File: src/opt_pkg.sv
package opt_pkg;

   // Register offsets on the I2C register port
   localparam logic [7:0] ADDR_PHASE_CTRL = 8'h12;  // Phase force control, RW
   localparam logic [7:0] ADDR_FAULT      = 8'h1A;  // Fault status, RO
   localparam logic [7:0] ADDR_TEMP       = 8'h23;  // Filtered temperature, RO
   localparam logic [7:0] ADDR_VOUT_L     = 8'h24;  // Output voltage report low
   localparam logic [7:0] ADDR_VOUT_H     = 8'h25;  // Output voltage report high
   localparam logic [7:0] ADDR_IOUT_L     = 8'h26;  // Current report low
   localparam logic [7:0] ADDR_IOUT_H     = 8'h27;  // Current report high
   localparam logic [7:0] ADDR_STATUS     = 8'h28;  // Live supervision status

   // Field positions
   localparam int BIT_FORCE_FULL = 0;  // Force all phases on
   localparam int BIT_AUTO_PHASE = 1;  // Automatic phase management enable
   localparam int BIT_SS_FAULT   = 6;  // Soft-start overcurrent fault

   // Values after reset
   localparam logic [7:0] PHASE_CTRL_RST = 8'h02;  // Auto phase on, force off

   // Timing
   localparam int CLK_PERIOD_NS   = 40;              // 25 MHz system clock
   localparam int TEMP_UPDATE_US  = 700;             // Temperature update period
   localparam int TEMP_WINDOW_US  = 5600;            // Temperature averaging window
   localparam int TEMP_UPDATE_CYC = TEMP_UPDATE_US * 1000 / CLK_PERIOD_NS;
   localparam int TEMP_AVG_DEPTH  = TEMP_WINDOW_US / TEMP_UPDATE_US;
   localparam int SS_WINDOW_NS    = 5000;            // Soft-start detect window
   localparam int SS_WINDOW_CYC   = SS_WINDOW_NS / CLK_PERIOD_NS;
   localparam int DROP_DELAY_US   = 10;              // Phase drop delay
   localparam int DROP_DELAY_CYC  = (DROP_DELAY_US * 1000 + CLK_PERIOD_NS - 1)
                                    / CLK_PERIOD_NS;
   localparam int GAIN_SHIFT      = 7;               // Gain trim of 128 is unity

   // Overshoot suppression states
   typedef enum logic {
      OVS_IDLE,
      OVS_CLAMP
   } opt_ovs_state_t;

   // Stored configuration of one rail
   typedef struct packed {
      logic       zero_loadline;    // Zero load-line operation
      logic [2:0] absolute_overshoot_guard_th;       // Absolute overshoot guard threshold
      logic [2:0] loadline_ovs_th;  // Load-line overshoot guard threshold
      logic [2:0] early_pulse_th;   // Early pulse threshold
      logic [2:0] softstart_ratio;  // Soft-start limit ratio
      logic [7:0] gain_trim;        // Current gain trim
      logic [7:0] offset_trim;      // Current offset trim, two's complement
      logic [7:0] phase_count_th;   // Current per added phase
      logic [7:0] phase_drop_hys;   // Hysteresis below the drop level
   } opt_cfg_t;

   // Sensed analog state, already digitised
   typedef struct packed {
      logic [9:0] vout_code;        // Differential output voltage sample
      logic       vout_valid;       // Voltage sample strobe
      logic [9:0] current_code;     // Summed current minus reference
      logic       current_valid;    // Current sample strobe
      logic [7:0] temp_code;        // Temperature sample
      logic [7:0] ovs_magnitude;    // Absolute overshoot above target
      logic [7:0] comp_deviation;   // Compensation signal excursion
      logic       zero_current;     // Zero-current detector
      logic       voltage_sense_input_normal;      // Sensed voltage back in range
      logic       voltage_transition_rise;        // Positive voltage transition
      logic       voltage_transition_fall;        // Negative voltage transition
      logic       decay_mode;       // Negative transition uses decay
      logic       fast_response;    // A quick-response function fired
      logic       undervoltage;     // Supply undervoltage lockout
      logic       power_enable;     // Rail enable input
      logic       softstart;        // Rail ramping up from zero
   } opt_sense_t;

endpackage

File: src/opt_supervisor.sv
`timescale 1ns/10ps
// How it works
// - Rail B zero load-line overshoot tri-states phases
// - Load-line compensation overshoot tri-states phases
// - Suppression turns off both switches
// - Single phase deviation issues early pulse
// - Register bit enables auto phase management
// - Phase count follows summed current thresholds
// - Phase added at once above threshold
// - Drop below threshold minus hysteresis, delayed
// - Below zero current enter diode emulation
// - Rise, fall without decay, fast response, force bit: all phases
// - Averaged 10-bit voltage report, high/low registers
// - Current code mapped onto selected full scale
// - Gain and offset trim on current
// - Averaged 10-bit current report, two registers
// - Temperature updated each 700 us, 5.6 ms
// - Undervoltage shuts down, phases tri-stated
// - Soft-start overcurrent trips, alerts, sets bit
// - Soft-start limit is scale times (ratio+1)/8
// - Fault sticks until power or enable toggles
module opt_supervisor #(
   parameter int NPH            = 8,                          // Phases on this rail
   parameter bit RAIL_B         = 1'b0,                       // Rail with absolute mode
   parameter int AVG_K          = 3,                          // Log2 report window
   parameter int TEMP_TICK_CYC  = opt_pkg::TEMP_UPDATE_CYC,   // Temperature period
   parameter int DROP_DELAY_CYC = opt_pkg::DROP_DELAY_CYC     // Phase drop delay
) (
   input  wire logic             i_clk_sys,
   input  wire logic             i_rst,
   input  wire opt_pkg::opt_cfg_t   i_cfg,
   input  wire opt_pkg::opt_sense_t i_sense,
   input  wire logic [7:0]       i_reg_addr,
   input  wire logic             i_reg_wr,
   input  wire logic [7:0]       i_reg_wdata,
   output logic      [7:0]       o_reg_rdata,
   output logic      [NPH-1:0]   o_phase_on,
   output logic                  o_phase_tristate,
   output logic                  o_early_pulse,
   output logic                  o_diode_emulation,
   output logic                  o_rail_run,
   output logic                  o_overcurrent_alert_pin_o,
   output logic                  o_overcurrent_alert_pin_oe
);

   localparam int NW = $clog2(NPH + 1);  // Phase count width

   // All state of the block
   typedef struct packed {
      logic [1:0]             phase_ctrl;  // Auto enable and force bits
      opt_pkg::opt_ovs_state_t ovs;        // Overshoot guard state
      logic [NW-1:0]          nph;         // Phases chosen by the manager
      logic [15:0]            drop_cnt;    // Phase drop delay counter
      logic [15:0]            temp_cnt;    // Temperature update timer
      logic [7:0]             ss_cnt;      // Soft-start window timer
      logic                   ss_fault;    // Sticky soft-start fault
      logic                   pwr_en;      // Last enable level
      logic                   early;       // Early pulse request
      logic [7:0]             rdata;       // Read data
   } opt_state_t;

   opt_state_t q;  // Registered state
   opt_state_t d;  // Next state

   logic          zero_ll;       // Absolute mode in effect
   logic          abs_trip;      // Absolute overshoot above threshold
   logic          ll_trip;       // Compensation excursion above threshold
   logic          ovs_trip;      // Overshoot guard entry
   logic          auto_en;       // Auto phase management on
   logic          full_req;      // Any reason but auto off to run every phase
   logic [NW-1:0] eff_nph;       // Phases actually running
   logic [NPH-1:0] phase_mask;   // Phases enabled before tri-state
   logic [17:0]   gain_prod;     // Current times gain trim
   logic [12:0]   trim_sum;      // Trimmed current, signed
   logic [9:0]    cur_trim;      // Trimmed current, clamped
   logic [9:0]    vout_rpt;      // Averaged voltage
   logic [9:0]    iout_rpt;      // Averaged current
   logic [7:0]    temperature_report;      // Averaged temperature
   logic [15:0]   add_lvl;       // Current that needs another phase
   logic [15:0]   drop_lvl;      // Current level of the present count
   logic          add_ok;        // Add a phase now
   logic          drop_ok;       // Current low enough to drop
   logic          temp_tick;     // Temperature sample moment
   logic [10:0]   ss_limit;      // Soft-start current limit code
   logic          ss_trip;       // Soft-start overcurrent seen
   logic          pwr_fall;      // Enable toggled off

   // Overshoot detection; absolute mode only on rail B in zero load-line
   assign zero_ll  = RAIL_B & i_cfg.zero_loadline;
   assign abs_trip = i_sense.ovs_magnitude[7:5] > i_cfg.absolute_overshoot_guard_th;
   assign ll_trip  = i_sense.comp_deviation[7:5] > i_cfg.loadline_ovs_th;
   assign ovs_trip = zero_ll ? abs_trip : ll_trip;

   // Phase force sources
   assign auto_en  = q.phase_ctrl[opt_pkg::BIT_AUTO_PHASE];
   assign full_req = i_sense.voltage_transition_rise
                   | (i_sense.voltage_transition_fall & ~i_sense.decay_mode)
                   | i_sense.fast_response
                   | q.phase_ctrl[opt_pkg::BIT_FORCE_FULL];
   assign eff_nph  = (full_req | ~auto_en) ? NW'(NPH) : q.nph;

   // Thermometer mask of the running phases
   always_comb begin
      for (int i = 0; i < NPH; i++) begin
         phase_mask[i] = (NW'(i) < eff_nph);
      end
   end

   // Current trim: gain of 128 is unity, offset is signed codes
   assign gain_prod = 18'(i_sense.current_code) * 18'(i_cfg.gain_trim);
   assign trim_sum  = 13'(gain_prod[17:opt_pkg::GAIN_SHIFT])
                    + {{5{i_cfg.offset_trim[7]}}, i_cfg.offset_trim};

   // Clamp to the 10-bit code range of the selected full scale
   always_comb begin
      if (trim_sum[12]) begin
         cur_trim = 10'h000;
      end else if (trim_sum[11:10] != 2'b00) begin
         cur_trim = 10'h3FF;
      end else begin
         cur_trim = trim_sum[9:0];
      end
   end

   // Phase thresholds scale with the present count
   assign add_lvl  = 16'(q.nph) * 16'(i_cfg.phase_count_th);
   assign drop_lvl = 16'(q.nph - 1'b1) * 16'(i_cfg.phase_count_th);
   assign add_ok   = (16'(cur_trim) > add_lvl) && (q.nph < NW'(NPH));
   assign drop_ok  = (16'(cur_trim) + 16'(i_cfg.phase_drop_hys) < drop_lvl)
                   && (q.nph > NW'(1));

   // Temperature sample timer
   assign temp_tick = (q.temp_cnt == 16'(TEMP_TICK_CYC - 1));

   // Soft-start limit is (ratio+1)/8 of full scale
   assign ss_limit = {4'(i_cfg.softstart_ratio + 3'h1), 7'h00};
   assign ss_trip  = i_sense.softstart
                   && (q.ss_cnt < 8'(opt_pkg::SS_WINDOW_CYC))
                   && (11'(i_sense.current_code) > ss_limit);
   assign pwr_fall = q.pwr_en & ~i_sense.power_enable;

   // Next-state logic
   always_comb begin
      d = q;
      d.pwr_en = i_sense.power_enable;

      // Host write to the phase control register
      if (i_reg_wr && (i_reg_addr == opt_pkg::ADDR_PHASE_CTRL)) begin
         d.phase_ctrl = i_reg_wdata[1:0];
      end

      // Overshoot guard holds phases off until current or voltage settles
      case (q.ovs)
         opt_pkg::OVS_IDLE: begin
            if (ovs_trip) begin
               d.ovs = opt_pkg::OVS_CLAMP;
            end
         end
         opt_pkg::OVS_CLAMP: begin
            if (i_sense.zero_current || i_sense.voltage_sense_input_normal) begin
               d.ovs = opt_pkg::OVS_IDLE;
            end
         end
         default: begin
            d.ovs = opt_pkg::OVS_IDLE;
         end
      endcase

      // Phase manager
      if (full_req || !auto_en) begin
         d.nph      = NW'(NPH);
         d.drop_cnt = 16'h0000;
      end else if (add_ok) begin
         d.nph      = q.nph + 1'b1;
         d.drop_cnt = 16'h0000;
      end else if (drop_ok) begin
         if (q.drop_cnt == 16'(DROP_DELAY_CYC - 1)) begin
            d.nph      = q.nph - 1'b1;
            d.drop_cnt = 16'h0000;
         end else begin
            d.drop_cnt = q.drop_cnt + 16'h0001;
         end
      end else begin
         d.drop_cnt = 16'h0000;
      end

      // Early pulse in single phase on large compensation deviation
      d.early = (eff_nph == NW'(1))
              && (i_sense.comp_deviation[7:5] > i_cfg.early_pulse_th);

      // Temperature timer
      d.temp_cnt = temp_tick ? 16'h0000 : q.temp_cnt + 16'h0001;

      // Soft-start window runs from the start of the ramp
      if (!i_sense.softstart) begin
         d.ss_cnt = 8'h00;
      end else if (q.ss_cnt != 8'hFF) begin
         d.ss_cnt = q.ss_cnt + 8'h01;
      end

      // Sticky fault: set wins over the enable toggle that clears it
      if (ss_trip) begin
         d.ss_fault = 1'b1;
      end else if (pwr_fall) begin
         d.ss_fault = 1'b0;
      end

      // Registered read data
      case (i_reg_addr)
         opt_pkg::ADDR_PHASE_CTRL: d.rdata = {6'h00, q.phase_ctrl};
         opt_pkg::ADDR_FAULT:      d.rdata = {1'b0, q.ss_fault, 6'h00};
         opt_pkg::ADDR_TEMP:       d.rdata = temperature_report;
         opt_pkg::ADDR_VOUT_L:     d.rdata = vout_rpt[7:0];
         opt_pkg::ADDR_VOUT_H:     d.rdata = {6'h00, vout_rpt[9:8]};
         opt_pkg::ADDR_IOUT_L:     d.rdata = iout_rpt[7:0];
         opt_pkg::ADDR_IOUT_H:     d.rdata = {6'h00, iout_rpt[9:8]};
         opt_pkg::ADDR_STATUS:     d.rdata = {q.ovs == opt_pkg::OVS_CLAMP,
                                              i_sense.zero_current, q.early,
                                              full_req, 4'(eff_nph)};
         default:                  d.rdata = 8'h00;
      endcase
   end

   // State register
   always_ff @(posedge i_clk_sys) begin
      if (i_rst) begin
         q            <= '0;
         q.phase_ctrl <= opt_pkg::PHASE_CTRL_RST[1:0];
         q.nph        <= NW'(NPH);
      end else begin
         q <= d;
      end
   end

   // Report averagers
   opt_avg #(.W(10), .K(AVG_K)) u_vout_avg (
      .i_clk_sys (i_clk_sys),
      .i_rst     (i_rst),
      .i_valid   (i_sense.vout_valid),
      .i_sample  (i_sense.vout_code),
      .o_mean    (vout_rpt)
   );

   opt_avg #(.W(10), .K(AVG_K)) u_iout_avg (
      .i_clk_sys (i_clk_sys),
      .i_rst     (i_rst),
      .i_valid   (i_sense.current_valid),
      .i_sample  (cur_trim),
      .o_mean    (iout_rpt)
   );

   opt_avg #(.W(8), .K($clog2(opt_pkg::TEMP_AVG_DEPTH))) u_temp_avg (
      .i_clk_sys (i_clk_sys),
      .i_rst     (i_rst),
      .i_valid   (temp_tick),
      .i_sample  (i_sense.temp_code),
      .o_mean    (temperature_report)
   );

   // Both switches off: any tri-state cause parks every phase
   assign o_rail_run       = i_sense.power_enable & ~i_sense.undervoltage
                           & ~q.ss_fault;
   assign o_phase_tristate = i_sense.undervoltage | q.ss_fault
                           | (q.ovs == opt_pkg::OVS_CLAMP) | ~o_rail_run;
   assign o_phase_on       = o_phase_tristate ? '0 : phase_mask;
   assign o_early_pulse    = q.early & ~o_phase_tristate;
   assign o_diode_emulation = i_sense.zero_current;
   assign o_reg_rdata      = q.rdata;

   // Open-drain alert pulls low while the fault stands
   assign o_overcurrent_alert_pin_o  = 1'b0;
   assign o_overcurrent_alert_pin_oe = q.ss_fault;
endmodule

File: src/opt_avg.sv
`timescale 1ns/10ps
// Sliding-window mean of the last 2**K samples
module opt_avg #(
   parameter int W = 10,  // Sample width
   parameter int K = 3    // Log2 of window depth
) (
   input  wire logic         i_clk_sys,
   input  wire logic         i_rst,
   input  wire logic         i_valid,
   input  wire logic [W-1:0] i_sample,
   output logic      [W-1:0] o_mean
);

   localparam int DEPTH = 1 << K;

   // Window, running sum and write pointer
   typedef struct packed {
      logic [DEPTH-1:0][W-1:0] win;
      logic [W+K-1:0]          sum;
      logic [K-1:0]            ptr;
   } opt_avg_state_t;

   opt_avg_state_t q;  // Registered state
   opt_avg_state_t d;  // Next state

   // Replace the oldest sample and keep the sum exact
   always_comb begin
      d = q;
      if (i_valid) begin
         d.sum = q.sum + (W+K)'(i_sample) - (W+K)'(q.win[q.ptr]);
         d.win[q.ptr] = i_sample;
         d.ptr = q.ptr + 1'b1;
      end
   end

   // State register
   always_ff @(posedge i_clk_sys) begin
      if (i_rst) begin
         q <= '0;
      end else begin
         q <= d;
      end
   end

   // Mean comes straight from the sum flops
   assign o_mean = q.sum[W+K-1:K];

endmodule

File: config.mk
export PLATFORM = sky130hd
export DESIGN_NAME = opt_supervisor
export DESIGN_NICKNAME = d
export VERILOG_FILES = /design/src/opt_pkg.sv /design/src/opt_supervisor.sv /design/src/opt_avg.sv
export SDC_FILE = /design/constraint.sdc
export NUM_CORES = 1
export LEC_CHECK = 0
export ABC_AREA = 1
export BUFFER_PORTS_ARGS = -buffer_cell sky130_fd_sc_hd__buf_2
export CAP_MARGIN = 20
export CORE_ASPECT_RATIO = 1.25
export CORE_MARGIN = 2
export CORE_UTILIZATION = 60
export CTS_BUF_LIST = sky130_fd_sc_hd__clkbuf_16
export DETAILED_ROUTE_END_ITERATION = 10
export GPL_ROUTABILITY_DRIVEN = 0
export MAX_ROUTING_LAYER = met4
export PLACE_DENSITY = 0.79
export SYNTH_ARGS = -nofsm -noshare
export SYNTH_HDL_FRONTEND = slang
export SYNTH_SLANG_ARGS = --single-unit
File: constraint.sdc
create_clock -name i_clk_sys -period 14.2 [get_ports i_clk_sys]
set_input_delay 2.84 -clock i_clk_sys [delete_from_list [all_inputs] [get_ports i_clk_sys]]
set_output_delay 2.84 -clock i_clk_sys [all_outputs]
set_load 0.02 [all_outputs]
* Yosys cells after proc, flatten, opt, wreduce, memory -nomap -nowiden
Cells that the tools add are included.
Word-level totals: bits in registers 328, latch bits 0, RAM bits 0, ROM bits 0, bits of input ports 119, word-level logic and storage cells 168, memories 0
Operators by class: add/subtract/negate cells 18, multipliers 3, divide/modulo/power cells 0, order comparisons 22, equality and inequality tests 12, shift-type cells 0, muxes and demuxes 30, bitwise logic cells 22, reductions and logical operators 21
Operators by type and width (number):
- $bwmux 80 | 2
- $bwmux 64 | 1
- $pmux 8 s8 | 1
- $bmux 10 s3 | 2
- $demux 10 s3 | 2
- $mux 10 | 6
- $eq 8x6->1 const B | 6
- $add 16x1->16 const B | 2
- $mux 16 | 2
- $add 13x10->13 | 2
- $sub 13x10->13 | 2
- $bmux 8 s3 | 1
- $demux 8 s3 | 1
- $mux 8 | 3
- $mux 20 | 1
- $mul 10x8->18 | 1
- $eq 16x15->1 const B | 1
- $eq 16x8->1 const B | 1
- $eq 8x5->1 const B | 2
- $lt 11x16->1 | 1
- $lt 3x4->1 const A | 4
- $mul 5x9->14 | 1
- $add 12x8->13 | 1
- $gt 10x12->1 | 1
- 34 further kinds | 81

* Longest topological paths before layout
Gate-level depths: netlist of the first run.
depth in word-level cells 10, depth in mapped cells 54, depth with buffers taken out 53

* By module
A second synthesis of the first run with hierarchy kept.
Unflattened totals: cells, all modules 3323, area, all modules 24096.9 sq um
Modules (own cells, without submodules):
- opt_supervisor | instances 1, cells an instance 1400, area each 9605.5 sq um
- opt_avg at u_iout_avg | instances 1, cells an instance 690, area each 5162.5 sq um
- opt_avg at u_vout_avg | instances 1, cells an instance 690, area each 5161.2 sq um
- opt_avg at u_temp_avg | instances 1, cells an instance 543, area each 4167.7 sq um

* Worst setup path after synthesis of the first run
OpenSTA, ideal clock, no wires.
kind input -> register, start point in i_cfg[31] in the netlist's numbering, end point reg q[49] in the netlist's numbering, library setup time 0.073 ns, data arrival time 10.377 ns, data required time 14.127 ns, setup slack 3.750 ns, cell stages on the path 46, buffers on the path 2, cell sequence clkbuf_1 > nand2_1 > fa_1 > fa_1 > inv_1 > fa_1 > fa_1 > ha_1 > inv_1 > o21bai_1 > a21oi_1 > inv_1 > nand3_1 > nand2_1 > or2_2 > nand2_1 > inv_1 > ha_1 > [10 not listed] > ha_1 > ha_1 > or2_2 > nand3_1 > nand3_2 > a21oi_1 > xnor2_1 > ha_1 > nand2_1 > inv_1 > nand4_1 > o211ai_1 > nand3_1 > nand3_1 > nor2_1 > nand3_4 > buf_6 > nor3_4
On the way: cells in the longest elaborated chain, start to end 10
Ends and longest elaborated chain:
- start: declaration | RTL line opt_supervisor.sv:31 | input wire opt_pkg::opt_cfg_t i_cfg,
- $mul 10x8->18 (*) | RTL line opt_supervisor.sv:110 | assign gain_prod = 18'(i_sense.current_code) * 18'(i_cfg.gain_trim);
- $add 12x8->13 (*) | RTL line opt_supervisor.sv:112 | + {{5{i_cfg.offset_trim[7]}}, i_cfg.offset_trim};
- $reduce_bool 2->1 | RTL line opt_supervisor.sv:118 | end else if (trim_sum[11:10] != 2'b00) begin
- $mux 10 | RTL line opt_supervisor.sv:118
- $mux 10 (*) | RTL line opt_supervisor.sv:116 | if (trim_sum[12]) begin
- via cur_trim[0] | RTL line opt_supervisor.sv:75 | logic [9:0] cur_trim;
- $add 10x8->11 | RTL line opt_supervisor.sv:129 | assign drop_ok = (16'(cur_trim) + 16'(i_cfg.phase_drop_hys) < drop_lvl)
- $lt 11x16->1 | RTL line opt_supervisor.sv:129
- $logic_and 1x1->1 | RTL line opt_supervisor.sv:130 | && (q.nph > NW'(1));
- $not 1->1 (no source line)
- $reduce_or 5->1 (no source line) (*)
- end: declaration | RTL line opt_supervisor.sv:62 | opt_state_t q;
The timed path passes the listed nets; every way through them passes the cells marked *. A chain may end at the register's enable or synchronous reset.

* Final worst setup path of the first run
start point in i_cfg[28] in the netlist's numbering, end point reg u_iout_avg.q, in the netlist u_iout_avg.o_mean[9]
On the way: cells in the longest elaborated chain, start to end 7
Ends and longest elaborated chain:
- $mul 10x8->18 (*) | RTL line opt_supervisor.sv:110
- $add 12x8->13 (*) | RTL line opt_supervisor.sv:112
- $reduce_bool 2->1 | RTL line opt_supervisor.sv:118
- $mux 10 | RTL line opt_supervisor.sv:118
- $mux 10 (*) | RTL line opt_supervisor.sv:116
- via cur_trim[9] | RTL line opt_supervisor.sv:75
- $add 13x10->13 (*) | RTL line opt_avg.sv:30 | d.sum = q.sum + (W+K)'(i_sample) - (W+K)'(q.win[q.ptr]);
- $sub 13x10->13 (*) | RTL line opt_avg.sv:30
- end signal: assignment | RTL line opt_avg.sv:39 | q <= '0;
- end signal: assignment | RTL line opt_avg.sv:41 | q <= d;
- end: declaration | RTL line opt_avg.sv:23 | opt_avg_state_t q;
Marked as above.

==> impl_results.md, run 1 <==
- Worst hold path type: flop to flop
- Worst rel slew slack: 32.7%
- Post-Place Worst Slack: 2.83 ns
- Leakage: 0.0119 uW
- DRT iter0 DRCs: 1834
- Worst EP arrival: 11.28 ns
- Mapped Area: 22700 um^2
- Met2 WL: 27.7 mm
- CP Class: input port to flop
- Area leader, netlist: dfxtp_1
- Top sig layer: met4
- Worst skew pair latency: 0.53 ns
- Vias per Instance: 5.57
- Final min period: 10.82 ns
- Total global routing overflow: 0
- EDFF count, synth: 0
- Design area: 24600 um^2
- Critical Path RT: 14.66 ns
- Vias in the first global route: 20495
- Die area: 39400 um^2
- Met3 wire len: 3.57 mm
- Global Route Usage Sum: 29.7%
- Post-route DRC: 0
- Crit-path max FO: 10
- Starting density of the core: 60.9%
- Synth Instances: 3158
- CP peak stage delay: 0.65 ns
- Number of CTS-inserted buffers: 35
- First-pass GRT wire length: 94.6 mm
- FF-to-FF setup slack: 8.01 ns
- Core region area: 37300 um^2
- Die height: 221 um
- CTS resizes: 0
- Initial antenna violation count: 2
- Syn avg cell area: 7.18 um^2
- Status: finished clean
- Met1 wire length: 22.7 mm
- Max Freq: 92.4 MHz
- I/O pin count: 141
- Share of async-settable or async-resettable flops after synthesis: 0%
- Finished Layout Cells: 3711
- IO buf count: 116
- Final setup TNS: 0 ns
- Sequential share of the synthesized area: 29.0%
- Final WL: 56.3 mm
- # rows: 79
- Max clock buf depth: 3
- Slew @ Worst Pin: 1.00 ns
- Post-CTS Setup Bufs: 0
- # placed instances: 3644
- First-pass DRT Iterations: 6
- Hold-fix buffers, CTS: 0
- RSZ-0062 raised after global routing: false
- Top post-synthesis cells by area: dfxtp_1 (29%), ha_1 (9.9%), inv_1 (9.3%), fa_1 (9.3%), o21ai_0 (8.9%)
- TritonCTS clock tree: yes
- Post-synth top flop: dfxtp_1
- DP Wirelength: 41.7 mm
- Netlist cell types: 52
- Die width: 178 um
- Startpoint Class: input port
- H-tree depth: 2
- Clock sinks: 328
- Reg clk slew, reported paths: 0.06 ns
- Max Transition Viols Final: 0
- Top-area cell type share of the netlist area: 29.0%
- DRT antenna net count: 0
- Slowest stage cell, crit path: fa_1
- Via count: 20685
- Final setup viols: 0
- Final period utilization: 76.2%
- Max VDD drop: 130 uV
- Yosys reg bits: 328
- Most frequent cells after synthesis: inv_1 (562), o21ai_0 (402), nand2_1 (382)
- Largest net degree at the start of global routing: 122
- Setup WS post-layout: 3.38 ns
- Max cap viols: 0
- Nets@finish: 3602
- Post-layout util: 66.1%
- Clock root buffer: clkbuf_16
- Dpl cell area: 23500 um^2
- Mapped Nets: 3561
- Layout Skew: 0.0120 ns
- Top-count cell post-synth: inv_1
- P per Cell Area: 176 nW/um^2
- Layout cell share with drive strength beyond 1: 7.14%
- Fillers: 3189
- Worst path most repeated cell: nand2_1
- DR WL/cell: 15.2 um
- Synth-to-layout area growth: 8.68%
- Final hold vios: 0
- Critical path endpoint category: flop
- Total number of yosys warnings: 0
-- sequential cells by signal, summed over array words and instances, names as in the netlist --
| signal | flops |
|---|---|
| auto_en | 1 |
| u_vout_avg.q | 86 |
| q | 48 |
| u_temp_avg.o_mean | 8 |
| u_iout_avg.q | 86 |
| o_reg_rdata | 8 |
| u_iout_avg.o_mean | 10 |
| u_vout_avg.o_mean | 10 |
| u_temp_avg.q | 70 |
| o_overcurrent_alert_pin_oe | 1 |
-- metal layers --
layer	vias up	global-route usage, %
met2	697	51.5
met5	-	-
met4	0	12.2
met3	156	3.76
met1	9545	34.3
li1	10287	-
-- logic make-up after synthesis --
family	after synthesis	share of synthesized area [%]
other cells	1	0.0165
compound gates	870	20.1
fa+ha+maj	284	19.1
buf+inv	721	12.2
simple gates	867	16.2
xor+xnor	87	3.36
flops	328	29.0
-- cell usage in the layout, fill, tap and decap left out, types with 3 or more instances in the layout --
| cell type | n |
|---|---|
| a211oi_1 | 5 |
| a21o_1 | 4 |
| a21oi_1 | 377 |
| a221oi_1 | 6 |
| a31oi_1 | 13 |
| buf_2 | 116 |
| buf_4 | 17 |
| buf_6 | 5 |
| bufinv_16 | 3 |
| clkbuf_16 | 37 |
| clkinv_1 | 24 |
| clkinv_2 | 5 |
| dfxtp_1 | 328 |
| fa_1 | 105 |
| ha_1 | 179 |
| inv_1 | 565 |
| inv_2 | 7 |
| nand2_1 | 382 |
| nand2_2 | 8 |
| nand2_4 | 4 |
| nand3_1 | 60 |
| nand3_2 | 3 |
| nand4_1 | 28 |
| nor2_1 | 307 |
| nor2_2 | 3 |
| nor3_1 | 40 |
| nor4_1 | 14 |
| o2111ai_1 | 14 |
| o21ai_0 | 402 |
| o21bai_1 | 7 |
| o22ai_1 | 27 |
| o31ai_1 | 3 |
| or2_2 | 5 |
| xnor2_1 | 27 |
| xor2_1 | 60 |
-- critical path, delay by kind of cell --
family / cells / cell delay [ns]
adders and majority gates: 8 / 3.37
AOI/OAI and AO/OA: 11 / 2.35
and+or+nand+nor: 13 / 1.40
buffers and inverters: 10 / 1.15
xor gates and xnor gates: 1 / 0.17
-- metrics by stage --
stage | hold slack, ns | power (uW)
final | 0.442 | 4330
after global routing | 0.465 | 4710
after CTS | 0.443 | 4330
after detailed placement | 0.434 | 3400
after global placement | 0.429 | 3300
after floorplan | 0.420 | 2880
-- worst paths after layout --
kind                                  from                                end  cells after the start
min reg2reg  u_temp_avg.q[49]$_SDFFE_PP0P_      u_temp_avg.q[49]$_SDFFE_PP0P_                      2
max reg2reg             q[51]$_SDFFE_PP0P_                   q[38]$_SDFF_PP0_                     26
min          u_temp_avg.q[49]$_SDFFE_PP0P_      u_temp_avg.q[49]$_SDFFE_PP0P_                      2
max                              i_cfg[28]  u_iout_avg.o_mean[9]$_SDFFE_PP0P_                     43
-- cell type report --
class	instances	area, um^2	area share (%)
diodes	2	5.00	0.0203
clock buffers	37	926	3.76
clock inverters	24	200	0.812
inverters	584	2190	8.90
multi-input cells	2109	13300	54.1
flip-flops and latches	328	6570	26.6
well taps	486	608	2.47
repair buffers	141	807	3.27
-- report_power, final --
part / leakage [uW] / total (uW) / internal [uW] / switching, uW
sequential: 0.00266 / 1010 / 972 / 34.3
combinational: 0.00871 / 2410 / 907 / 1500
clock: 0.000567 / 912 / 527 / 385
Note: power is estimated with default switching activity, not from simulation.
==> run 2: changes to the inputs <==
--- a/config.mk
+++ b/config.mk
@@ -5,17 +5,17 @@
 export SDC_FILE = /design/constraint.sdc
 export NUM_CORES = 1
 export LEC_CHECK = 0
-export ABC_AREA = 1
+export ABC_AREA = 0
 export BUFFER_PORTS_ARGS = -buffer_cell sky130_fd_sc_hd__buf_2
 export CAP_MARGIN = 20
 export CORE_ASPECT_RATIO = 1.25
 export CORE_MARGIN = 2
-export CORE_UTILIZATION = 60
+export CORE_UTILIZATION = 56
 export CTS_BUF_LIST = sky130_fd_sc_hd__clkbuf_16
 export DETAILED_ROUTE_END_ITERATION = 10
 export GPL_ROUTABILITY_DRIVEN = 0
 export MAX_ROUTING_LAYER = met4
-export PLACE_DENSITY = 0.79
+export PLACE_DENSITY = 0.77
 export SYNTH_ARGS = -nofsm -noshare
 export SYNTH_HDL_FRONTEND = slang
 export SYNTH_SLANG_ARGS = --single-unit
==> constraint.sdc (replaced) <==
create_clock -name i_clk_sys -period 8.8 [get_ports i_clk_sys]
set_input_delay 1.76 -clock i_clk_sys [delete_from_list [all_inputs] [get_ports i_clk_sys]]
set_output_delay 1.76 -clock i_clk_sys [all_outputs]
set_load 0.02 [all_outputs]
==> run 2 against run 1 <==
Effect of this change:
- the run now ends with setup timing left
- final area increased by 7.6%
- clock skew grew 0.0017 ns
- clock power grew 55%
- wire length rose by 3.5%
==> impl_results.md, run 2 <==
- Share of async-settable or async-resettable flops after synthesis: 0% (unchanged)
- Max clock buf depth: 3 (unchanged)
- Number of CTS-inserted buffers: 36 (was 35)
- DP Wirelength: 41.5 mm (was 41.7 mm)
- Met2 GRT Util: 49.0% (was 51.5%)
- I/O pin count: 141 (unchanged)
- Final hold vios: 0 (unchanged)
- Commonest cells after routing, fill and taps aside: nand2_1 (441), dfxtp_1 (328), a21oi_1 (261), inv_1 (257), nor2_1 (252) (was inv_1 (565), o21ai_0 (402), nand2_1 (382), a21oi_1 (377), dfxtp_1 (328))
- Reg clk slew, reported paths: 0.06 ns (about the same)
- Fillers: 3149 (was 3189)
- Largest regs: u_iout_avg.q (86), u_vout_avg.q (86), u_temp_avg.q (70) (unchanged)
- Leakage: 0.0113 uW (was 0.0119 uW)
- Layout Skew: 0.0137 ns (was 0.0120 ns)
- Worst EP arrival: 10.10 ns (was 11.28 ns)
- Synth Instances: 2705 (was 3158)
- Adder-cell share of the synthesized area: 19.3% (was 19.1%)
- Critical Path RT: 9.26 ns (was 14.66 ns)
- Commonest non-fill, non-tap cell in the layout: nand2_1 (was inv_1)
- Worst hold path type: flop to flop (unchanged)
- Crit-path max FO: 6 (was 10)
- Post-route DRC: 0 (unchanged)
- Max cap viols: 0 (unchanged)
- Slew @ Worst Pin: 1.04 ns (was 1.00 ns)
- Via count: 19771 (was 20685)
- Synth-to-layout area growth: 16.7% (was 8.68%)
- Post-synthesis compound-gate area fraction: 11.8% (was 20.1%)
- Layout cell share with drive strength beyond 1: 18.3% (was 7.14%)
- Die area: 42200 um^2 (was 39400 um^2)
- Largest family of logic cells by synthesized area: simple AND/OR/NAND/NOR gates (was compound AO/OA/AOI/OAI gates)
- Hold-fix buffers, CTS: 0 (unchanged)
- Initial antenna violation count: 3 (was 2)
- CP peak stage delay: 0.56 ns (was 0.65 ns)
- Setup WS post-layout: -0.834 ns (was 3.38 ns)
- Final WL: 58.3 mm (was 56.3 mm)
- EDFF count, synth: 0 (unchanged)
- Worst skew pair latency: 0.53 ns (about the same)
- GRT met1 Usage: 33.7% (was 34.3%)
- Post-Synth Simple-Gate Area: 20.6% (was 16.2%)
- Vias in the first global route: 20124 (was 20495)
- Total global routing overflow: 0 (unchanged)
- Mux contribution to synthesized area: 9.26% (was 0%)
- Max Freq: 104 MHz
- Most frequent cells after synthesis: nand2_1 (445), dfxtp_1 (328), a21oi_1 (274) (was inv_1 (562), o21ai_0 (402), nand2_1 (382))
- Die height: 229 um (was 221 um)
- Mapped Area: 22700 um^2 (about the same)
- Die width: 184 um (was 178 um)
- Worst path most repeated cell: a21o_1 (was nand2_1)
- Clock root buffer: clkbuf_16 (unchanged)
- Critical path endpoint category: flop (unchanged)
- Post-Place Worst Slack: -1.45 ns (was 2.83 ns)
- Max Transition Viols Final: 0 (unchanged)
- Slowest stage cell, crit path: fa_1 (unchanged)
- Mapped Nets: 3108 (was 3561)
- Startpoint Class: input port (unchanged)
- Post-synth top flop: dfxtp_1 (unchanged)
- Area share of xor/xnor cells in the synthesized design: 3.82% (was 3.36%)
- Post-layout util: 66.1% (about the same)
- H-tree depth: 2 (unchanged)
- Top-count cell post-synth: nand2_1 (was inv_1)
- Clock sinks: 328 (unchanged)
- Global Route Usage Sum: 28.4% (was 29.7%)
- Top post-synthesis cells by area: dfxtp_1 (29%), ha_1 (9.8%), fa_1 (9.2%), nand2_1 (7.3%), a21oi_1 (6.0%) (was dfxtp_1 (29%), ha_1 (9.9%), inv_1 (9.3%), fa_1 (9.3%), o21ai_0 (8.9%))
- Largest net degree at the start of global routing: 177 (was 122)
- Yosys reg bits: 328 (unchanged)
- Nets@finish: 3313 (was 3602)
- DR WL/cell: 16.7 um (was 15.2 um)
- Top-area cell type share of the netlist area: 28.9% (was 29.0%)
- Total number of yosys warnings: 0 (unchanged)
- Design Power: 8710 uW (was 4330 uW)
- Worst hold slack: 0.445 ns (was 0.442 ns)
- DRT antenna net count: 0 (unchanged)
- Starting density of the core: 56.7% (was 60.9%)
- First-pass DRT Iterations: 6 (unchanged)
- CP Class: input port to flop (unchanged)
- Final setup viols: 27 (was 0)
- Vias per Instance: 5.67 (was 5.57)
- Status: finished with violations (was finished clean)
- IO buf count: 116 (unchanged)
- Core region area: 40100 um^2 (was 37300 um^2)
- # rows: 82 (was 79)
- TritonCTS clock tree: yes (unchanged)
- Netlist cell types: 88 (was 52)
- Syn avg cell area: 8.41 um^2 (was 7.18 um^2)
- Met3 Use GR: 3.67% (was 3.76%)
- P per Cell Area: 328 nW/um^2 (was 176 nW/um^2)
- Final period utilization: 109%
- First-pass GRT wire length: 96.2 mm (was 94.6 mm)
- Sequential share of the synthesized area: 28.9% (was 29.0%)
- Global route hottest layer: met2 (unchanged)
- RSZ-0062 raised after global routing: true (was false)
- Final min period: 9.63 ns
- Area leader, netlist: dfxtp_1 (unchanged)
- Failing checks: setup timing
- Worst rel slew slack: 30.5% (was 32.7%)
- Max VDD drop: 349 uV (was 130 uV)
- DRT iter0 DRCs: 1359 (was 1834)
==> run 2: cell types whose count changed in the layout (fill, tap and decap cells not counted), moves of 23 or more <==
cell	before	now
o21ai_0	402	26
inv_1	565	257
buf_4	17	159
a21oi_1	377	261
mux2i_1	0	72
nand2_1	382	441
and2_1	1	58
nor2_1	307	252
mux4_2	0	49
nor2b_1	0	26
xnor2_1	27	52
a21o_1	4	28
mux2_2	0	24
o22ai_1	27	4
==> run 2: metrics by stage <==
step                      setup TNS [ns]  area, um^2  instances
after floorplan                   -19.24       22900       2705
after global placement            -30.01       24800       3391
after detailed placement          -33.87       24800       3391
after CTS                         -16.34       26000       3466
after global routing              -26.64       26500       3483
final                             -16.46       26500       3485
==> run 2: what timing repair did <==
| action | in CTS | in global routing |
|---|---|---|
| setup endpoints to repair | 28 | 29 |
| setup buffers | 12 | 12 |
| pin swaps | 28 | 35 |
| cloned | 0 | 3 |
| hold endpoints to repair | 0 | 0 |
| gates resized for setup | 31 | 85 |
==> run 2: worst max-delay path: cells and delay by family <==
kind                     cells  cell delay (ns)
AO/OA/AOI/OAI               17             2.94
XOR/XNOR                     4             0.79
AND/OR/NAND/NOR              4             0.76
buffers and inverters        4             0.39
adder cells (fa/ha/maj)      9             3.45
==> run 2: cell families after synthesis <==
kind of cell / Yosys count
mux: 146
xor+xnor: 97
buf+inv: 372
fa+ha+maj: 288
compound gates: 444
other cells: 1
simple gates: 1029
flops: 328
==> run 2: power by group <==
group	total, uW	internal [uW]	switching, uW	leakage, uW
combinational	5670	2780	2890	0.00804
clock	1410	802	605	0.000563
sequential	1630	1570	61.8	0.00265
==> run 2: layout make-up <==
class,instances,area (um^2),area share (%)
Tap cell,546,683,2.57
Clock buffer,36,901,3.40
Multi-Input combinational cell,2005,15200,57.3
Timing Repair Buffer,283,2020,7.63
Sequential cell,328,6570,24.7
Clock inverter,27,180,0.679
Antenna cell,4,10.0,0.0377
Inverter,256,961,3.62
==> run 2: final timing paths <==
| kind | start | end | slack (ns) | depth (start not counted) |
|---|---|---|---|---|
| max | i_sense[41] | q[51]$_SDFFE_PP0P_ | -0.83 | 38 |
| min | q[19]$_SDFF_PP0_ | q[19]$_SDFF_PP0_ | 0.45 | 1 |
| max reg2reg | q[52]$_SDFFE_PP0P_ | q[51]$_SDFFE_PP0P_ | 2.20 | 24 |
| min reg2reg | q[19]$_SDFF_PP0_ | q[19]$_SDFF_PP0_ | 0.45 | 1 |
==> run 2: per-layer routing <==
layer	vias up	wire (um)
li1	9450	-
met1	9553	23400
met2	622	29600
met3	146	3210
met4	0	2000
met5	-	0
